**config.mk**
```make
export PLATFORM = sky130hd
export DESIGN_NAME = rc_osc_trim_sequence_select
export DESIGN_NICKNAME = d
export VERILOG_FILES = /design/src/hdl/rc_trim_pkg.sv /design/src/hdl/rc_osc_trim_sequence_select.sv
export SDC_FILE = /design/constraint.sdc
export NUM_CORES = 1
export LEC_CHECK = 0
export ABC_AREA = 0
export BUFFER_PORTS_ARGS = -buffer_cell sky130_fd_sc_hd__clkbuf_2
export CAP_MARGIN = 10
export CORE_ASPECT_RATIO = 1.5
export CORE_MARGIN = 3
export CORE_UTILIZATION = 45
export CTS_CLUSTER_SIZE = 40
export DETAILED_ROUTE_END_ITERATION = 10
export GPL_TIMING_DRIVEN = 0
export PLACE_DENSITY = 0.73
export SETUP_SLACK_MARGIN = 0.1
export SYNTH_ARGS = -nofsm -noshare
export SYNTH_HDL_FRONTEND = slang
export SYNTH_SLANG_ARGS = --single-unit
```
**constraint.sdc**
```tcl
create_clock -name clk -period 2.7 [get_ports clk]
set_input_delay 0.27 -clock clk [delete_from_list [all_inputs] [get_ports clk]]
set_output_delay 0.27 -clock clk [all_outputs]
set_load 0.01 [all_outputs]
```
**src/hdl/rc_trim_pkg.sv**
```systemverilog
// package: register map, field layout and reset values of the oscillator trim select block
package rc_trim_pkg;

    // ----------------------------------------------------------------
    // register offsets (byte addresses on the apb)
    // ----------------------------------------------------------------
    localparam logic [7:0] user_trim_off = 8'h00;           // user trim and sequencing enable
    localparam logic [7:0] tune_sequence_upper_off = 8'h04; // entries four to seven
    localparam logic [7:0] pseudo_random_trim_off = 8'h08;  // 15-bit pseudo-random trim
    localparam logic [7:0] trim_status_off = 8'h0c;         // applied trim, read only

    // ----------------------------------------------------------------
    // field layout
    // ----------------------------------------------------------------
    localparam int seq_four_lsb = 0;    // entry four at bits 3:0
    localparam int seq_five_lsb = 4;    // entry five at bits 7:4
    localparam int seq_six_lsb = 8;     // entry six at bits 11:8
    localparam int seq_seven_lsb = 12;  // entry seven at bits 15:12
    localparam int seq_enable_bit = 4;  // sequencing enable in the user trim register
    localparam logic [15:0] prt_write_mask = 16'h7fff; // top bit not implemented

    // ----------------------------------------------------------------
    // reset values
    // ----------------------------------------------------------------
    localparam logic [15:0] tune_sequence_upper_rst = 16'h0000;
    localparam logic [15:0] pseudo_random_trim_rst = 16'h0000;
    localparam logic [3:0] user_trim_rst = 4'h0;

    // roll selector codes that pick an upper entry
    localparam logic [2:0] roll_four = 3'h4;
    localparam logic [2:0] roll_five = 3'h5;
    localparam logic [2:0] roll_six = 3'h6;
    localparam logic [2:0] roll_seven = 3'h7;

    // apb request carried as one bundle
    typedef struct packed {
        logic psel;
        logic penable;
        logic pwrite;
        logic [7:0] paddr;
        logic [31:0] pwdata;
    } apb_req_t;

endpackage : rc_trim_pkg

```
**src/hdl/rc_osc_trim_sequence_select.sv**
```systemverilog
// module: trim value selection for the internal fast rc oscillator, apb register slave
//
// Local design decisions: the address map and the APB register port.
`timescale 1ns/1ps
`default_nettype none

module rc_osc_trim_sequence_select (
    input wire logic clk,
    input wire logic rst,
    input wire rc_trim_pkg::apb_req_t apb_req,
    output logic [31:0] prdata,
    output logic pready,
    output logic pslverr,
    input wire logic [2:0] roll_sel,
    output logic [3:0] osc_trim,
    output logic [14:0] pseudo_random_trim_value
);

    // ----------------------------------------------------------------
    // state
    // ----------------------------------------------------------------
    logic [15:0] tune_sequence_upper_q; // entries four..seven as written
    logic [15:0] tune_sequence_upper_d; // next value of the sequence entries
    logic [15:0] pseudo_random_trim_q; // 15 bits used, bit 15 always zero
    logic [15:0] pseudo_random_trim_d; // next value of the pseudo-random trim
    logic [3:0] user_trim_q; // fallback trim
    logic [3:0] user_trim_d; // next fallback trim
    logic seq_en_q; // sequencing enable
    logic seq_en_d; // next sequencing enable
    logic [2:0] roll_s1_q; // roll synchroniser, first stage
    logic [2:0] roll_s1_d; // first stage input
    logic [2:0] roll_s2_q; // roll synchroniser, second stage
    logic [2:0] roll_s2_d; // second stage input
    logic [2:0] roll_s3_q; // delayed copy used only for the agreement test
    logic [2:0] roll_s3_d; // third stage input
    logic [2:0] roll_hold_q; // last roll code seen steady for two samples
    logic [2:0] roll_hold_d; // next accepted roll code
    logic [3:0] trim_q; // applied trim
    logic [3:0] trim_d; // next applied trim
    logic [31:0] prdata_q; // read data flop
    logic [31:0] prdata_d; // next read data
    logic wr_acc; // write strobe in the access cycle
    logic rd_acc; // read strobe in the setup cycle
    logic mapped; // address decodes to a register

    // the slave answers in the first access cycle: no wait states
    // every register is a plain flop, so nothing ever needs a wait state;
    // the price is that read data must be picked in the setup cycle
    assign pready = apb_req.psel & apb_req.penable;
    assign wr_acc = pready & apb_req.pwrite;
    assign rd_acc = apb_req.psel & ~apb_req.penable & ~apb_req.pwrite;

    // decode used only by the error answer; the read mux decodes the address itself
    function automatic logic is_mapped(input logic [7:0] a);
        is_mapped = (a == rc_trim_pkg::user_trim_off) |
                    (a == rc_trim_pkg::tune_sequence_upper_off) |
                    (a == rc_trim_pkg::pseudo_random_trim_off) |
                    (a == rc_trim_pkg::trim_status_off);
    endfunction : is_mapped

    assign mapped = is_mapped(apb_req.paddr);
    // unmapped addresses answer with an error, writes there are dropped
    assign pslverr = pready & ~mapped;

    // ----------------------------------------------------------------
    // register writes
    // ----------------------------------------------------------------
    always_comb begin
        tune_sequence_upper_d = tune_sequence_upper_q;
        pseudo_random_trim_d = pseudo_random_trim_q;
        user_trim_d = user_trim_q;
        seq_en_d = seq_en_q;
        if (wr_acc) begin
            case (apb_req.paddr)
                rc_trim_pkg::user_trim_off: begin
                    user_trim_d = apb_req.pwdata[3:0];
                    seq_en_d = apb_req.pwdata[rc_trim_pkg::seq_enable_bit];
                end
                rc_trim_pkg::tune_sequence_upper_off: begin
                    tune_sequence_upper_d = apb_req.pwdata[15:0];
                end
                rc_trim_pkg::pseudo_random_trim_off: begin
                    // bit 15 masked off so it never stores
                    pseudo_random_trim_d = apb_req.pwdata[15:0] & rc_trim_pkg::prt_write_mask;
                end
                default: begin
                    // status and unmapped: nothing stored
                end
            endcase
        end
    end

    // registers with synchronous reset to zero
    always_ff @(posedge clk) begin
        if (rst) begin
            tune_sequence_upper_q <= rc_trim_pkg::tune_sequence_upper_rst;
            pseudo_random_trim_q <= rc_trim_pkg::pseudo_random_trim_rst;
            user_trim_q <= rc_trim_pkg::user_trim_rst;
            seq_en_q <= 1'b0;
        end else begin
            tune_sequence_upper_q <= tune_sequence_upper_d;
            pseudo_random_trim_q <= pseudo_random_trim_d;
            user_trim_q <= user_trim_d;
            seq_en_q <= seq_en_d;
        end
    end

    // ----------------------------------------------------------------
    // roll selector synchroniser (pwm side may be asynchronous)
    // ----------------------------------------------------------------
    // the three roll bits are a plain binary code, not gray coded, so two
    // flops alone could pass a half-changed code for a cycle and apply a
    // wrong entry; a code is only accepted once two successive samples of
    // the second stage agree, at the price of two more cycles of latency
    always_comb begin
        roll_s1_d = roll_sel; // first stage samples the pin
        roll_s2_d = roll_s1_q; // second stage lets metastability settle
        roll_s3_d = roll_s2_q; // third stage only feeds the agreement test
        roll_hold_d = roll_hold_q; // keep the last accepted code by default
        if (roll_s2_q == roll_s3_q) begin
            roll_hold_d = roll_s2_q; // steady for two samples: accept it
        end
    end

    // synchroniser and accepted code flops, cleared by reset
    always_ff @(posedge clk) begin
        if (rst) begin
            roll_s1_q <= 3'h0;
            roll_s2_q <= 3'h0;
            roll_s3_q <= 3'h0;
            roll_hold_q <= 3'h0;
        end else begin
            roll_s1_q <= roll_s1_d;
            roll_s2_q <= roll_s2_d;
            roll_s3_q <= roll_s3_d;
            roll_hold_q <= roll_hold_d;
        end
    end

    // ----------------------------------------------------------------
    // trim selection
    // ----------------------------------------------------------------
    // codes 000..011 pick entries kept elsewhere, so they fall back here
    // only the accepted roll code is used, never a stage still settling
    always_comb begin
        trim_d = user_trim_q;
        if (seq_en_q) begin
            case (roll_hold_q)
                rc_trim_pkg::roll_four:
                    trim_d = tune_sequence_upper_q[rc_trim_pkg::seq_four_lsb +: 4];
                rc_trim_pkg::roll_five:
                    trim_d = tune_sequence_upper_q[rc_trim_pkg::seq_five_lsb +: 4];
                rc_trim_pkg::roll_six:
                    trim_d = tune_sequence_upper_q[rc_trim_pkg::seq_six_lsb +: 4];
                rc_trim_pkg::roll_seven:
                    trim_d = tune_sequence_upper_q[rc_trim_pkg::seq_seven_lsb +: 4];
                default:
                    trim_d = user_trim_q;
            endcase
        end
    end

    // applied trim is registered so the oscillator sees no glitches
    always_ff @(posedge clk) begin
        if (rst) begin
            trim_q <= rc_trim_pkg::user_trim_rst;
        end else begin
            trim_q <= trim_d;
        end
    end

    assign osc_trim = trim_q;
    assign pseudo_random_trim_value = pseudo_random_trim_q[14:0];

    // ----------------------------------------------------------------
    // read data, captured in the setup cycle, valid in the access cycle
    // ----------------------------------------------------------------
    always_comb begin
        prdata_d = 32'h0000_0000;
        if (rd_acc) begin
            case (apb_req.paddr)
                rc_trim_pkg::user_trim_off:
                    prdata_d = {27'h0, seq_en_q, user_trim_q};
                rc_trim_pkg::tune_sequence_upper_off:
                    prdata_d = {16'h0, tune_sequence_upper_q};
                rc_trim_pkg::pseudo_random_trim_off:
                    prdata_d = {17'h0, pseudo_random_trim_q[14:0]};
                rc_trim_pkg::trim_status_off:
                    // applied trim exactly as the oscillator sees it
                    prdata_d = {28'h0, trim_q};
                default:
                    prdata_d = 32'h0000_0000;
            endcase
        end else if (apb_req.psel & apb_req.penable) begin
            prdata_d = prdata_q; // hold through the access
        end
    end

    always_ff @(posedge clk) begin
        if (rst) begin
            prdata_q <= 32'h0000_0000;
        end else begin
            prdata_q <= prdata_d;
        end
    end

    assign prdata = prdata_q;

endmodule : rc_osc_trim_sequence_select

`default_nettype wire

```
==> results.txt <==
----------------------------------------------------
[Timing]
  Min Clock Period, post-route ... 1.41 ns
  Transition time of the tightest slew-check pin ... 0.583 ns
  Peak clock frequency supported by timing ... 709 MHz
  Relative slew slack ... 0.611
  Final hold violations ... 0
  Part of the cycle the worst path needs ... 0.523
  RSZ-0062 raised after global routing ... false
  TNS Setup ... 0 ns
  Final worst slack ... 1.29 ns
  Setup Skew ... 0.0117 ns
  Count of pins over their slew limit ... 0
  Count of endpoints failing setup in the final report ... 0

[Critical path]
  FF-to-FF Start ... roll_hold_q[0]$_SDFFE_PP0N_
  Timing endpoint of the critical path ... osc_trim[1]$_SDFF_PP0_
  Critical Setup Path Class ... reg -> reg
  Cell-by-cell listing of the critical path ... mux4_2 -> a31o_2
  Reg2Reg Capture Point ... osc_trim[1]$_SDFF_PP0_
  Element type at the critical path start ... register
  Signal arrival time at the worst endpoint ... 1.64 ns
  Worst r2r path cells ... 2
  CP Max Fanout ... 5
  Endpoint kind of the worst setup timing path ... register
  Critical Path Start ... roll_hold_q[0]$_SDFFE_PP0N_
  Worst R2R Setup Slack ... 1.29 ns
  Stage delay of the slowest cell on the critical path ... 0.55 ns
  Data required, critical path ... 2.93 ns
  Critical-path cell with the highest stage delay ... sky130_fd_sc_hd__mux4_2

[Clock network]
  Register clock-pin slew on the reported worst setup and hold paths ... 0.06 ns
  Sinks on Clock Net ... 68
  Largest buffer count on any clock path ... 2
  Insertion delay of the later-clocked pin in the worst-skew pair ... 0.34 ns
  TritonCTS clock tree ... built
  Clock buffer count from CTS ... 9
  Post-CTS setup buffer count ... 0
  Clock H-tree levels ... 3
  Cell chosen for the clock root ... sky130_fd_sc_hd__clkbuf_8
  Post-CTS Hold Buffers ... 0
  Number of gates given a new drive strength after cts ... 0

[Outcome]
  Outcome ... finished, final reports clean

[Global route]
  Total gr overflow ... 0
  Vias in the first global route ... 2313
  Initial antenna violation count ... 0
  Maximum number of pins on one net before global-route repair ... 12
  GRT Total Usage ... 0.191
  First-pass GRT wire length ... 11.2 mm

[Place]
  Routability cong. ... 0.812
  Total half-perimeter wirelength after legalization and detailed placement ... 4.95 mm
  Placement Setup Slack ... 0.918 ns
  Total of buffers placed on input and output ports ... 65

[Route]
  Via density per instance ... 5.23
  Average wire per cell in the routed design ... 15.2 microns
  Number of nets with antenna violations after detailed routing ... 0
  Number of DRC markers after the initial detailed-route iteration ... 102
  Router iterations before antenna repair ... 4
  Final wirelength ... 6.79 mm
  Via Count ... 2340
  Post-detailed-route DRC marker count ... 0

[Logic synthesis]
  Portion of synthesized cell area occupied by the leading cell type ... 0.466
  Distinct cell type count after synthesis ... 36
  Average size of a mapped cell ... 10.5 sq um
  Instance count of the mapped netlist ... 278
  Post-synthesis cell type with the largest combined area ... sky130_fd_sc_hd__dfxtp_1
  Fraction of the yosys area taken by sequential cells ... 0.466
  Seq cells post-synth ... 68
  Ys Warns ... 0
  Cell area after synthesis ... 2920 sq um
  Synth area leaders ... sky130_fd_sc_hd__dfxtp_1 47%, sky130_fd_sc_hd__mux2i_1 13%, sky130_fd_sc_hd__nand2_1 6.7%, sky130_fd_sc_hd__mux4_2 6.2%, sky130_fd_sc_hd__buf_4 4.9%

[Pwr]
  Pleak ... 1.63 nW
  Worst supply voltage drop on vdd ... 289 uV
  Power Dens Cells ... 542 nW/um^2

[Run]
  Max-Cap Viols ... 0

[Cells and area]
  Number of nets in the layout ... 417
  Fraction of layout instances using a drive strength above 1 ... 0.311
  Synthesis-to-layout area growth ... 22.5%
  Antenna diode count ... 0
  Core occupancy in the finished layout ... 0.575

[Floorplan]
  Placement Rows ... 35
  Area enclosed by the die boundary ... 7510 sq um
  Initial Utilization ... 0.470
  Ports placed on the boundary ... 101
  Die Span X ... 71.8 microns
  Die boundary height ... 105 microns
  Core Region ... 6220 sq um

[Worst hold path]
  Worst min-delay path category ... in -> reg

----------------------------------------------------
worst max-delay path: cells and delay by family (launching register included):
family          cells  cell delay (ns)
compound gates      1             0.26
mux                 1             0.55
flops               1             0.50
routing by layer:
metal	part of all wire	vias to the layer above	GRT usage
li1	-	1135	-
met1	0.42	1115	0.224
met2	0.50	79	0.334
met3	0.063	11	0.0433
met4	0.016	0	0.0699
met5	0	-	0
per-stage QoR:
step	instance area (sq um)	instances	total power, mW	hold WS, ns
global route	3580	447	2.00	0.142
detailed placement	3390	432	1.17	0.423
global placement	3390	432	1.17	0.417
floorplan	2980	293	1.12	0.398
finish	3580	447	1.94	0.143
CTS	3580	447	1.95	0.133
kinds of logic (layout without fill, tap and decap cells):
logic type,after synthesis,in the layout,share of synthesized area
compound gates,35,35,0.0981
xor+xnor,3,3,0.00900
buf+inv,36,116,0.0750
flops,68,68,0.466
mux,47,47,0.196
other cells,1,16,0.00128
simple gates,88,88,0.154
Yosys cell counts (all sizes together):
cell,count
nor2b,13
and4b,2
nor4,1
a32o,1
buf,21
conb,1
nor4bb,1
o21ai,1
xnor2,3
mux4,8
o211ai,1
a31o,3
mux2i,37
a22o,5
and3,1
a211o,1
nand4,2
o311ai,1
and4,1
dfxtp,68
nor4b,1
a21oi,1
a22oi,10
inv,3
nand2,52
and2,3
nand3,3
o2bb2ai,11
nor2,5
nand2b,3
clkbuf,12
mux2,2
layout make-up:
| class | instances | area [sq um] |
|---|---|---|
| Sequential cell | 68 | 1360 |
| Clock buffer | 10 | 128 |
| Buffer | 33 | 208 |
| Clock inverter | 5 | 53.8 |
| Timing Repair Buffer | 65 | 325 |
| Tap cell | 74 | 92.6 |
| Multi-Input combinational cell | 189 | 1400 |
| Inverter | 3 | 11.3 |
| Fill cell | 555 | 2640 |
flip-flops by register name (all words and copies together), names as in the netlist:
signal / cells
prdata: 16
tune_sequence_upper_q: 16
pseudo_random_trim_q: 15
osc_trim: 4
user_trim_q: 4
roll_hold_q: 3
roll_s1_q: 3
roll_s2_q: 3
roll_s3_q: 3
seq_en_q: 1
cells in the final DEF (no fill, tap or decap), types with 2 or more instances in the layout:
| cell type | n |
|---|---|
| sky130_fd_sc_hd__and2_1 | 3 |
| sky130_fd_sc_hd__clkbuf_8 | 9 |
| sky130_fd_sc_hd__inv_1 | 2 |
| sky130_fd_sc_hd__nor2_1 | 5 |
| sky130_fd_sc_hd__nand2_1 | 52 |
| sky130_fd_sc_hd__and4b_1 | 2 |
| sky130_fd_sc_hd__mux2_2 | 2 |
| sky130_fd_sc_hd__clkinv_2 | 3 |
| sky130_fd_sc_hd__a22o_1 | 5 |
| sky130_fd_sc_hd__clkbuf_2 | 65 |
| sky130_fd_sc_hd__clkbuf_1 | 13 |
| sky130_fd_sc_hd__conb_1 | 16 |
| sky130_fd_sc_hd__dfxtp_1 | 68 |
| sky130_fd_sc_hd__mux2i_1 | 37 |
| sky130_fd_sc_hd__o2bb2ai_1 | 11 |
| sky130_fd_sc_hd__nand2b_1 | 3 |
| sky130_fd_sc_hd__nor2b_1 | 13 |
| sky130_fd_sc_hd__a31o_2 | 3 |
| sky130_fd_sc_hd__mux4_2 | 8 |
| sky130_fd_sc_hd__nand3_1 | 3 |
| sky130_fd_sc_hd__buf_4 | 19 |
| sky130_fd_sc_hd__xnor2_1 | 3 |
| sky130_fd_sc_hd__a22oi_1 | 10 |
worst min-delay path by stage:
stage	startpoint	end	slack, ns	cells past startpoint
floorplan	roll_sel[0]	roll_s1_q[0]$_SDFF_PP0_	0.40	1
global placement	roll_s1_q[1]$_SDFF_PP0_	roll_s2_q[1]$_SDFF_PP0_	0.42	1
detailed placement	roll_s1_q[1]$_SDFF_PP0_	roll_s2_q[1]$_SDFF_PP0_	0.42	1
CTS	roll_sel[1]	roll_s1_q[1]$_SDFF_PP0_	0.13	2
global route	roll_sel[1]	roll_s1_q[1]$_SDFF_PP0_	0.14	2
finish	roll_sel[1]	roll_s1_q[1]$_SDFF_PP0_	0.14	2
where the power goes:
| group | internal (mW) | switching, mW |
|---|---|---|
| combinational | 0.0554 | 0.0760 |
| clock | 0.418 | 0.374 |
| sequential | 1.01 | 0.00483 |
| total | 1.48 | 0.455 |
Power figures use the tool's default switching activity.
